[src/rtl/pcc_pkg.sv]
// Constants shared by the comparator control register block.
package pcc_pkg;

    // ------------------------------------------------------------
    // Register indices and byte addresses
    // ------------------------------------------------------------
    localparam logic [7:0] IDX_CTRL   = 8'h09;
    localparam logic [7:0] IDX_FPER   = 8'h0A;
    localparam logic [7:0] IDX_STATUS = 8'h0B;
    localparam logic [7:0] ADDR_CTRL   = {IDX_CTRL[5:0], 2'b00};
    localparam logic [7:0] ADDR_FPER   = {IDX_FPER[5:0], 2'b00};
    localparam logic [7:0] ADDR_STATUS = {IDX_STATUS[5:0], 2'b00};

    // ------------------------------------------------------------
    // Field positions of the second control register
    // ------------------------------------------------------------
    localparam int BIT_SAMPLE = 7;
    localparam int BIT_WINDOW = 6;
    localparam int BIT_RSVD   = 5;
    localparam int BIT_POWER  = 4;
    localparam int BIT_INVERT = 3;
    localparam int BIT_SOURCE = 2;
    localparam int BIT_PIN_EN = 1;
    localparam int BIT_ENABLE = 0;

    // Status register field positions.
    localparam int STAT_FILTERED_COMPARE_OUT   = 0;
    localparam int STAT_ON     = 1;
    localparam int STAT_RESULT = 2;

    // ------------------------------------------------------------
    // Reset values and bus answers
    // ------------------------------------------------------------
    localparam logic [7:0] RST_CTRL = 8'h00;
    localparam logic [7:0] RST_FPER = 8'h00;
    localparam logic [1:0] RESP_OKAY   = 2'b00;
    localparam logic [1:0] RESP_SLVERR = 2'b10;

endpackage

[src/rtl/pcc_filter.sv]
// Sampling output filter of the phase comparator.
`timescale 1ns/100ps
module pcc_filter
(
    input  wire logic       clk,
    input  wire logic       resetn,
    input  wire logic       enable,
    input  wire logic       sample_mode,
    input  wire logic       sample_pulse,
    input  wire logic [7:0] filter_period,
    input  wire logic       raw_in,
    output logic            filt_out
);

    logic [7:0] cnt;
    logic [7:0] next_cnt;
    logic       next_filt_out;
    logic       strobe;

    // ------------------------------------------------------------
    // Sample strobe and output register
    // ------------------------------------------------------------
    always_comb
    begin
        next_cnt      = cnt;
        next_filt_out = filt_out;
        strobe        = 1'b0;
        if (sample_mode)
        begin
            strobe = sample_pulse;
        end
        else if (filter_period == 8'h00)
        begin
            strobe = 1'b1;
        end
        else if (cnt >= filter_period - 8'h01)
        begin
            strobe = 1'b1;
        end
        if (!enable || sample_mode || strobe)
        begin
            next_cnt = 8'h00;
        end
        else
        begin
            next_cnt = cnt + 8'h01;
        end
        if (!enable)
        begin
            next_filt_out = 1'b0;
        end
        else if (strobe)
        begin
            next_filt_out = raw_in;
        end
    end

    always_ff @(posedge clk or negedge resetn)
    begin
        if (!resetn)
        begin
            cnt      <= 8'h00;
            filt_out <= 1'b0;
        end
        else
        begin
            cnt      <= next_cnt;
            filt_out <= next_filt_out;
        end
    end
endmodule

[src/rtl/pcc_ctrl.sv]
// AXI4-Lite control register bank of the phase comparator.
// Contract
// - A write that sets both mode bits keeps sampling mode and clears windowing mode.
// - The sampling mode bit selects sampling mode when one.
// - The windowing mode bit selects windowing mode when one.
// - Bit five is read-only, reads as zero and ignores writes.
// - The power mode bit picks low speed at zero and high speed at one.
// - The invert bit sets the polarity of the comparator result.
// - While pin enable is zero the invert bit drives the compare output pin and status bit.
// - The output source bit is held off and writing one has no effect.
// - The pin enable bit is held off so the output never reaches its pin.
// - The module enable bit turns the comparator on; at zero it is held off.
// - Equal mux selections on both comparator inputs disable the comparator.
// - While disabled the status output bit reads the invert bit.
// - In sampling mode the external sample signal sets the filter sample period.
`timescale 1ns/100ps
module pcc_ctrl
(
    input  wire logic        clk,
    input  wire logic        resetn,
    input  wire logic [7:0]  awaddr,
    input  wire logic        awvalid,
    output logic             awready,
    input  wire logic [31:0] wdata,
    input  wire logic [3:0]  wstrb,
    input  wire logic        wvalid,
    output logic             wready,
    output logic [1:0]       bresp,
    output logic             bvalid,
    input  wire logic        bready,
    input  wire logic [7:0]  araddr,
    input  wire logic        arvalid,
    output logic             arready,
    output logic [31:0]      rdata,
    output logic [1:0]       rresp,
    output logic             rvalid,
    input  wire logic        rready,
    input  wire logic [2:0]  mux_pos_sel,
    input  wire logic [2:0]  mux_neg_sel,
    input  wire logic        raw_compare_out,
    input  wire logic        ext_sample,
    output logic             comparator_on,
    output logic             sample_mode,
    output logic             window_mode,
    output logic             high_speed_mode,
    output logic             output_invert,
    output logic             compare_pin_out,
    output logic             compare_result
);

    function automatic logic pcc_hit(input logic [7:0] addr, input logic [7:0] target);
        pcc_hit = (addr[7:2] == target[7:2]);
    endfunction

    function automatic logic pcc_mapped(input logic [7:0] addr);
        pcc_mapped = pcc_hit(addr, pcc_pkg::ADDR_CTRL) || pcc_hit(addr, pcc_pkg::ADDR_FPER)
                     || pcc_hit(addr, pcc_pkg::ADDR_STATUS);
    endfunction

    // ------------------------------------------------------------
    // Write channel
    // ------------------------------------------------------------
    logic        aw_held;
    logic [7:0]  aw_addr;
    logic        w_held;
    logic [7:0]  w_byte;
    logic        w_lane0;
    logic        next_aw_held;
    logic [7:0]  next_aw_addr;
    logic        next_w_held;
    logic [7:0]  next_w_byte;
    logic        next_w_lane0;
    logic        next_bvalid;
    logic [1:0]  next_bresp;
    logic        wr_go;
    logic        wr_ctrl;
    logic        wr_fper;

    assign awready = !aw_held && !bvalid;
    assign wready  = !w_held && !bvalid;
    assign wr_go   = aw_held && w_held && !bvalid;
    assign wr_ctrl = wr_go && w_lane0 && pcc_hit(aw_addr, pcc_pkg::ADDR_CTRL);
    assign wr_fper = wr_go && w_lane0 && pcc_hit(aw_addr, pcc_pkg::ADDR_FPER);

    always_comb
    begin
        next_aw_held = aw_held;
        next_aw_addr = aw_addr;
        next_w_held  = w_held;
        next_w_byte  = w_byte;
        next_w_lane0 = w_lane0;
        next_bvalid  = bvalid;
        next_bresp   = bresp;
        if (awvalid && awready)
        begin
            next_aw_held = 1'b1;
            next_aw_addr = awaddr;
        end
        if (wvalid && wready)
        begin
            next_w_held  = 1'b1;
            next_w_byte  = wdata[7:0];
            next_w_lane0 = wstrb[0];
        end
        if (wr_go)
        begin
            next_aw_held = 1'b0;
            next_w_held  = 1'b0;
            next_bvalid  = 1'b1;
            next_bresp   = pcc_mapped(aw_addr) ? pcc_pkg::RESP_OKAY : pcc_pkg::RESP_SLVERR;
        end
        else if (bvalid && bready)
        begin
            next_bvalid = 1'b0;
        end
    end

    always_ff @(posedge clk or negedge resetn)
    begin
        if (!resetn)
        begin
            aw_held <= 1'b0;
            aw_addr <= 8'h00;
            w_held  <= 1'b0;
            w_byte  <= 8'h00;
            w_lane0 <= 1'b0;
            bvalid  <= 1'b0;
            bresp   <= pcc_pkg::RESP_OKAY;
        end
        else
        begin
            aw_held <= next_aw_held;
            aw_addr <= next_aw_addr;
            w_held  <= next_w_held;
            w_byte  <= next_w_byte;
            w_lane0 <= next_w_lane0;
            bvalid  <= next_bvalid;
            bresp   <= next_bresp;
        end
    end

    // ------------------------------------------------------------
    // Control fields
    // ------------------------------------------------------------
    logic       module_enable;
    logic [7:0] filter_period;
    logic       next_sample_mode;
    logic       next_window_mode;
    logic       next_high_speed;
    logic       next_invert;
    logic       next_enable;
    logic [7:0] next_fper;
    logic [7:0] ctrl_word;

    always_comb
    begin
        next_sample_mode = sample_mode;
        next_window_mode = window_mode;
        next_high_speed  = high_speed_mode;
        next_invert      = output_invert;
        next_enable      = module_enable;
        next_fper        = filter_period;
        if (wr_ctrl)
        begin
            next_sample_mode = w_byte[pcc_pkg::BIT_SAMPLE];
            // Sampling wins when both mode bits are written as one.
            next_window_mode = w_byte[pcc_pkg::BIT_WINDOW]
                               && !w_byte[pcc_pkg::BIT_SAMPLE];
            next_high_speed  = w_byte[pcc_pkg::BIT_POWER];
            next_invert      = w_byte[pcc_pkg::BIT_INVERT];
            next_enable      = w_byte[pcc_pkg::BIT_ENABLE];
        end
        if (wr_fper)
        begin
            next_fper = w_byte;
        end
    end

    always_ff @(posedge clk or negedge resetn)
    begin
        if (!resetn)
        begin
            sample_mode     <= pcc_pkg::RST_CTRL[pcc_pkg::BIT_SAMPLE];
            window_mode     <= pcc_pkg::RST_CTRL[pcc_pkg::BIT_WINDOW];
            high_speed_mode <= pcc_pkg::RST_CTRL[pcc_pkg::BIT_POWER];
            output_invert   <= pcc_pkg::RST_CTRL[pcc_pkg::BIT_INVERT];
            module_enable   <= pcc_pkg::RST_CTRL[pcc_pkg::BIT_ENABLE];
            filter_period   <= pcc_pkg::RST_FPER;
        end
        else
        begin
            sample_mode     <= next_sample_mode;
            window_mode     <= next_window_mode;
            high_speed_mode <= next_high_speed;
            output_invert   <= next_invert;
            module_enable   <= next_enable;
            filter_period   <= next_fper;
        end
    end

    // Reserved, source select and pin enable bits always read zero.
    always_comb
    begin
        ctrl_word                     = 8'h00;
        ctrl_word[pcc_pkg::BIT_SAMPLE] = sample_mode;
        ctrl_word[pcc_pkg::BIT_WINDOW] = window_mode;
        ctrl_word[pcc_pkg::BIT_POWER]  = high_speed_mode;
        ctrl_word[pcc_pkg::BIT_INVERT] = output_invert;
        ctrl_word[pcc_pkg::BIT_ENABLE] = module_enable;
    end

    // ------------------------------------------------------------
    // Comparator path
    // ------------------------------------------------------------
    logic [2:0] sync_pipe;
    logic [1:0] raw_sync;
    logic [2:0] next_sync_pipe;
    logic [1:0] next_raw_sync;
    logic       sample_pulse;

    assign comparator_on   = module_enable && (mux_pos_sel != mux_neg_sel);
    assign sample_pulse    = sync_pipe[1] && !sync_pipe[2];
    // The pin path is fused off, so the pin carries the polarity bit.
    assign compare_pin_out = output_invert;

    always_comb
    begin
        next_sync_pipe = {sync_pipe[1:0], ext_sample};
        next_raw_sync  = {raw_sync[0], raw_compare_out};
    end

    always_ff @(posedge clk or negedge resetn)
    begin
        if (!resetn)
        begin
            sync_pipe <= 3'b000;
            raw_sync  <= 2'b00;
        end
        else
        begin
            sync_pipe <= next_sync_pipe;
            raw_sync  <= next_raw_sync;
        end
    end

    pcc_filter u_filter
    (
        .clk           (clk),
        .resetn        (resetn),
        .enable        (comparator_on),
        .sample_mode   (sample_mode),
        .sample_pulse  (sample_pulse),
        .filter_period (filter_period),
        .raw_in        (raw_sync[1] ^ output_invert),
        .filt_out      (compare_result)
    );

    // ------------------------------------------------------------
    // Read channel
    // ------------------------------------------------------------
    logic        next_rvalid;
    logic [31:0] next_rdata;
    logic [1:0]  next_rresp;
    logic [31:0] status_word;

    assign arready = !rvalid;

    always_comb
    begin
        status_word                      = 32'h0000_0000;
        status_word[pcc_pkg::STAT_FILTERED_COMPARE_OUT]   = output_invert;
        status_word[pcc_pkg::STAT_ON]     = comparator_on;
        status_word[pcc_pkg::STAT_RESULT] = compare_result;
        next_rvalid = rvalid;
        next_rdata  = rdata;
        next_rresp  = rresp;
        if (arvalid && arready)
        begin
            next_rvalid = 1'b1;
            next_rresp  = pcc_mapped(araddr) ? pcc_pkg::RESP_OKAY : pcc_pkg::RESP_SLVERR;
            next_rdata  = 32'h0000_0000;
            if (pcc_hit(araddr, pcc_pkg::ADDR_CTRL))
            begin
                next_rdata = {24'h00_0000, ctrl_word};
            end
            else if (pcc_hit(araddr, pcc_pkg::ADDR_FPER))
            begin
                next_rdata = {24'h00_0000, filter_period};
            end
            else if (pcc_hit(araddr, pcc_pkg::ADDR_STATUS))
            begin
                next_rdata = status_word;
            end
        end
        else if (rvalid && rready)
        begin
            next_rvalid = 1'b0;
        end
    end

    always_ff @(posedge clk or negedge resetn)
    begin
        if (!resetn)
        begin
            rvalid <= 1'b0;
            rdata  <= 32'h0000_0000;
            rresp  <= pcc_pkg::RESP_OKAY;
        end
        else
        begin
            rvalid <= next_rvalid;
            rdata  <= next_rdata;
            rresp  <= next_rresp;
        end
    end
endmodule

[config.mk]
export PLATFORM = sky130hd
export DESIGN_NAME = pcc_ctrl
export DESIGN_NICKNAME = d
export VERILOG_FILES = /design/src/rtl/pcc_pkg.sv /design/src/rtl/pcc_filter.sv /design/src/rtl/pcc_ctrl.sv
export SDC_FILE = /design/constraint.sdc
export NUM_CORES = 1
export LEC_CHECK = 0
export ABC_AREA = 1
export BUFFER_PORTS_ARGS = -buffer_cell sky130_fd_sc_hd__clkbuf_2
export CORE_ASPECT_RATIO = 1.75
export CORE_MARGIN = 4
export CORE_UTILIZATION = 35
export CTS_CLUSTER_DIAMETER = 50
export DETAILED_ROUTE_END_ITERATION = 7
export SLEW_MARGIN = 20
export SYNTH_ARGS = -nofsm -noshare
export SYNTH_HDL_FRONTEND = slang
export SYNTH_SLANG_ARGS = --single-unit
[constraint.sdc]
create_clock -name clk -period 1.91 [get_ports clk]
set_input_delay 0.573 -clock clk [delete_from_list [all_inputs] [get_ports clk]]
set_output_delay 0.573 -clock clk [all_outputs]
set_load 0.02 [all_outputs]
==> flow_metrics.tcl, run 1 <==
set metrics [dict create \
    status "finished, violations left" \
    violations "negative setup slack" \
    wl_per_cell_um 11.2 \
    dp.cells 515 \
    syn_inst 329 \
    regToRegStartpoint "filter_period[1]$_DFFE_PN0P_" \
    drcViolationCount 0 \
    timing.final.hold_violations 0 \
    r2r_cells 12 \
    r2r-end "u_filter.cnt[1]$_DFF_PN0_" \
    die_h_um 130 \
    yosys.area_share.simple_pct 23.3 \
    grt_max_degree 34 \
    fin_hold_ws_ns 0.115 \
    synthMuxAreaShare_pct 1.50 \
    final_cells 528 \
    maxCapViolCount 0 \
    skew_ns 0.00432 \
    cts_tree "done" \
    synth_xor_area_share_pct 4.67 \
    finalPower_mw 4.37 \
    drtIter0Drc 52 \
    min_path_type "input port to async pin" \
    regToRegSetupSlack_ns -0.26 \
    rsz0062_at_grt "true" \
    synth-seq-cells 56 \
    setup_violations 9 \
    vias 2252 \
    crit_required_ns 2.14 \
    clkLatencyLatePin_ns 0.29 \
    final_area_um2 3690 \
    rows 44 \
    ios 115 \
    clock.fmax_mhz 460 \
    numCtsBuffers 5 \
    layout-drive-gt1-share_pct 32.4 \
    worst_setup_path_end_kind "flop" \
    ant_nets 0 \
    startpoint_type "flop" \
    synth_top_family_by_area "simple AND/OR/NAND/NOR gates" \
    dieArea_um2 10200 \
    synth_area_um2 3000 \
    arrival_ns 2.40 \
    crit_fanout 8 \
    dpl_cell_area_um2 3470 \
    syn_area_per_cell_um2 9.11 \
    core_um2 8310 \
    leakagePower_nw 1.99 \
    antenna_found_initial 0 \
    p_per_area_nw_per_um2 1180 \
    overflow 0 \
    cts_hold_buf 0 \
    worstSetupPathType "flop to flop" \
    synthToLayoutAreaGrowth_pct 23.1 \
    multi_input_area_um2 1370 \
    timing.final.ws_setup_ns -0.265 \
    yosysTopAreaCell "dfrtp_1" \
    synth_top_cell_area_share_pct 46.7 \
    ir_worst_vdd_mv 0.931 \
    period_needed_ns 2.17 \
    vias_per_cell 4.27 \
    h-tree-depth 2 \
    routabilityCongestion 0.745 \
    yosysSeqAreaShare_pct 46.7 \
    cts_root_buf "clkbuf_16" \
    synth_cell_types 34 \
    synth_area_leaders "dfrtp_1 47%, nand2_1 7.9%, buf_4 6.8%" \
    yosys_warnings 0 \
    clk_pin_slew_ns 0.07 \
    post-route-period-util_pct 114 \
    seq_area_um2 1400 \
    final_nets 490 \
    grtUsageTotal_pct 12.2 \
    hpwl_um 4740 \
    grt_pass1_wl_um 9940 \
    portBuffers 57 \
    place_ws_ns -0.273 \
    synth_compound_area_share_pct 7.10 \
    grt_pass1_vias 2257 \
    finish.utilization_pct 44.4 \
    report.final.slew_viol_count 0 \
    synth_fa_ha_area_share_pct 4.59 \
    antenna_cells 0 \
    wirelength_um 5920 \
    drtPass1Iterations 4 \
    setup_tns_ns -2.19 \
    clock_sinks 56 \
    die_w_um 78.0 \
    start_util_pct 36.1 \
    clock_path_buffers 2 \
    fillCellCount 836 \
]
[registers in the layout (all words and copies together), names as in the netlist, 2 cells and up]
| signal | count |
|---|---|
| sync_pipe | 3 |
| aw_addr | 6 |
| u_filter.cnt | 8 |
| rdata | 8 |
| filter_period | 8 |
| raw_sync | 2 |
| w_byte | 8 |
[layout by cell type (no fill, tap or decap), types with 2 or more instances in the layout]
cell type	synthesis	layout
inv_2	1	2
dfrtp_1	56	56
conb_1	1	26
nor2_4	2	3
clkbuf_16	0	5
nand4_1	3	3
o21ai_0	3	3
nand3_2	2	2
buf_4	27	22
nand2_1	63	61
nand2_4	3	4
nand3_1	13	13
nor2_8	2	2
xnor2_1	6	6
a21oi_1	20	19
buf_12	0	2
nand2_2	3	4
o21ai_2	8	8
nor2_2	9	11
mux2_2	3	3
inv_1	34	33
clkbuf_2	0	57
nor2_1	34	31
o21ai_1	4	4
xor2_1	10	10
ha_1	11	10
[routing by layer]
layer	vias up	GRT usage, %	part of all wire, %
met2	55	24.2	57
li1	1147	-	-
met5	-	0	0
met3	5	2.54	5.3
met4	0	4.84	1.4
met1	1045	12.3	37
[synthesized netlist by cell type]
cell	number
nand3_1	13
nor2_8	2
nor2_1	34
o21ai_2	8
nor3_1	1
nor2_4	2
conb_1	1
mux2_2	3
nor2_2	9
o21ai_1	4
mux2_1	1
inv_1	34
clkinv_1	1
a21oi_1	20
nand2_1	63
dfrtp_1	56
nand2_4	3
buf_2	1
nand4_1	3
nand3b_1	1
ha_1	11
nand2_2	3
xor2_1	10
buf_6	1
or2_4	1
nand3_4	1
o21ai_0	3
nand3_2	2
buf_4	27
xnor2_1	6
clkbuf_1	1
inv_2	1
nand4_4	1
o31ai_1	1
[kinds of logic after synthesis]
group | after synthesis
buffers and inverters | 66
and+or+nand+nor | 139
muxes | 4
xor gates and xnor gates | 16
other | 1
DFF | 56
adders and majority gates | 11
AOI/OAI and AO/OA | 36
[what timing repair did]
action | CTS | global route
gates cloned | 0 | 0
buffers inserted | 2 | 3
resized for setup | 1 | 7
pin swaps | 1 | 15
endpoints found under the setup margin | 9 | 9
[report_power, final]
group	internal (mW)	switching, mW	total [mW]
logic	0.663	1.06	1.72
registers	1.50	0.218	1.72
clock network	0.498	0.434	0.932
[cell type report]
class	count	share of cell area [%]
Timing Repair Buffer	81	13.3
Multi-Input combinational cell	232	37.0
Sequential cell	56	38.0
Tap cell	115	3.90
Clock buffer	5	3.39
Inverter	36	3.66
Clock inverter	3	0.746
[worst max-delay path: stages (launching register included)]
cell and delay [ns]:
dfrtp_1 0.42, nor2_2 0.11, nand4_1 0.13, nor3_2 0.19
xor2_1 0.18, ha_1 0.28, a21oi_2 0.15, nand2_1 0.08
nor2_2 0.10, nand2_2 0.08, nand2_4 0.08, nand3_4 0.16
nor2_2 0.15
[how the worst max path moves through the flow]
stage,start,to,cells after the start
3_5_place_dp,filter_period[1]$_DFFE_PN0P_,u_filter.cnt[3]$_DFF_PN0_,14
5_1_grt,filter_period[1]$_DFFE_PN0P_,u_filter.cnt[0]$_DFF_PN0_,14
4_1_cts,filter_period[1]$_DFFE_PN0P_,u_filter.cnt[1]$_DFF_PN0_,14
6_report,filter_period[1]$_DFFE_PN0P_,u_filter.cnt[1]$_DFF_PN0_,12
3_3_place_gp,filter_period[1]$_DFFE_PN0P_,u_filter.cnt[6]$_DFF_PN0_,14
2_1_floorplan,filter_period[2]$_DFFE_PN0P_,u_filter.cnt[0]$_DFF_PN0_,14
Power figures use the tool's default switching activity.
==> run 2, diff against run 1 <==
==> constraint.sdc (replaced) <==
create_clock -name clk -period 1.8 [get_ports clk]
set_input_delay 0.54 -clock clk [delete_from_list [all_inputs] [get_ports clk]]
set_output_delay 0.54 -clock clk [all_outputs]
set_load 0.02 [all_outputs]
==> flow_metrics.tcl, run 2 (synthesis results as in run 1) <==
set metrics [dict create \
    grtUsageTotal_pct 12.3 \
    timing.final.ws_setup_ns -0.342 \
    die_w_um 78.0 \
    crit_family "simple AND/OR/NAND/NOR gates" \
    synthToLayoutAreaGrowth_pct 22.5 \
    grt_pass1_vias 2214 \
    cts_root_buf "clkbuf_16" \
    violations "negative setup slack" \
    max_stage_delay_ns 0.39 \
    cp.depth 14 \
    p_seq_share_pct 39.2 \
    leakagePower_nw 1.98 \
    ir_worst_vdd_mv 0.851 \
    crit_fanout 8 \
    die_h_um 130 \
    overflow 0 \
    report.final.slew_viol_count 0 \
    wl_per_cell_um 11.1 \
    layout_common_cells "62 x nand2_1, 57 x clkbuf_2, 56 x dfrtp_1" \
    final_common_cell "nand2_1" \
    layout-drive-gt1-share_pct 31.8 \
    dieArea_um2 10200 \
    min_path_type "input port to async pin" \
    p_switching_mw 1.83 \
    crit_required_ns 2.03 \
    regToRegStartpoint "filter_period[2]$_DFFE_PN0P_" \
    portBuffers 57 \
    setup_violations 9 \
    antenna_found_initial 0 \
    dpl_cell_area_um2 3460 \
    drtIter0Drc 93 \
    skew_ns 0.00479 \
    drtPass1Iterations 4 \
    r2r_cells 14 \
    internal_power_mw 2.82 \
    final_area_um2 3670 \
    regToRegSetupSlack_ns -0.34 \
    clkLatencyLatePin_ns 0.30 \
    numCtsBuffers 5 \
    worst_setup_path_end_kind "flop" \
    rsz0062_at_grt "true" \
    antenna_cells 0 \
    pwr-share-clk_pct 22.2 \
    h-tree-depth 2 \
    grt_max_degree 41 \
    final_nets 489 \
    maxCapViolCount 0 \
    cts_tree "done" \
    startpoint_type "flop" \
    vias_per_cell 4.25 \
    rows 44 \
    hpwl_um 4720 \
    finalPower_mw 4.65 \
    critPathSlowestCell "dfrtp_1" \
    status "finished, violations left" \
    grt_pass1_wl_um 9920 \
    path_cells "nor2_2, nand4_1, nor3_2, xor2_1, ha_1, nand2_2, inv_2, nand2_1, nand2_1, nor2_2, nand2_1, nand2_2, nand3_4, nor2_2" \
    r2r-end "u_filter.cnt[5]$_DFF_PN0_" \
    wirelength_um 5850 \
    worstSetupPathType "flop to flop" \
    period_needed_ns 2.14 \
    clk_pin_slew_ns 0.07 \
    vias 2240 \
    p_per_area_nw_per_um2 1270 \
    p_comb_share_pct 38.6 \
    crit_buf_inv 1 \
    arrival_ns 2.37 \
    finish.utilization_pct 44.2 \
    start_util_pct 36.1 \
    post-route-period-util_pct 119 \
    swShare_pct 39.3 \
    clock_path_buffers 2 \
    fin_hold_ws_ns 0.0934 \
    drcViolationCount 0 \
    clock.fmax_mhz 467 \
    clock_sinks 56 \
    timing.final.hold_violations 0 \
    ant_nets 0 \
    fillCellCount 809 \
    ios 115 \
    routabilityCongestion 0.747 \
    core_um2 8310 \
]
==> run 2: what timing repair did <==
| item | 4_1_cts | 5_1_grt |
|---|---|---|
| hold buffers | 0 | 0 |
| buffers inserted | 4 | 0 |
| setup endpoints to repair | 9 | 9 |
| gates cloned | 0 | 0 |
| gates resized for setup | 2 | 4 |
| pin swaps | 5 | 7 |
==> run 2: layer usage <==
metal,wire length (um),GRT usage (%),vias to the layer above
met2,3250,24.7,61
met5,0,0,-
met3,369,3.02,6
met1,2130,12.1,1023
met4,87,4.02,0
li1,-,-,1150
==> run 2: stage by stage <==
step / setup TNS (ns) / cells / setup WS [ns]
global placement: -2.71 / 515 / -0.310
CTS: -2.89 / 527 / -0.337
global route: -5.19 / 527 / -0.595
detailed placement: -3.19 / 515 / -0.378
floorplan: -1.07 / 354 / -0.123
finish: -2.93 / 527 / -0.342
==> run 2: cell type report <==
| type | count | area, um2 | area share, % |
|---|---|---|---|
| Clock inverter | 3 | 33.8 | 0.920 |
| Inverter | 36 | 135 | 3.68 |
| Clock buffer | 5 | 125 | 3.41 |
| Tap cell | 115 | 144 | 3.92 |
| Timing Repair Buffer | 80 | 470 | 12.8 |
| Sequential cell | 56 | 1400 | 38.2 |
| Multi-Input combinational cell | 232 | 1360 | 37.1 |
==> run 2: how the worst max path moves through the flow <==
| stage | from | end | slack, ns |
|---|---|---|---|
| after floorplan | filter_period[2]$_DFFE_PN0P_ | u_filter.cnt[0]$_DFF_PN0_ | -0.12 |
| after global placement | filter_period[1]$_DFFE_PN0P_ | u_filter.cnt[2]$_DFF_PN0_ | -0.31 |
| after detailed placement | filter_period[1]$_DFFE_PN0P_ | u_filter.cnt[2]$_DFF_PN0_ | -0.38 |
| after CTS | filter_period[1]$_DFFE_PN0P_ | u_filter.cnt[7]$_DFF_PN0_ | -0.34 |
| after global routing | filter_period[2]$_DFFE_PN0P_ | u_filter.filt_out$_DFFE_PN0P_ | -0.59 |
| final | filter_period[2]$_DFFE_PN0P_ | u_filter.cnt[5]$_DFF_PN0_ | -0.34 |
==> run 2: power groups by stage <==
stage / sequential (mW) / clock [mW] / combinational (mW)
after floorplan: 1.92 / 0 / 1.15
after global placement: 1.84 / 0 / 1.71
after detailed placement: 1.85 / 0 / 1.74
after CTS: 1.83 / 1.06 / 1.80
after global routing: 1.86 / 1.12 / 2.04
final: 1.83 / 1.03 / 1.80
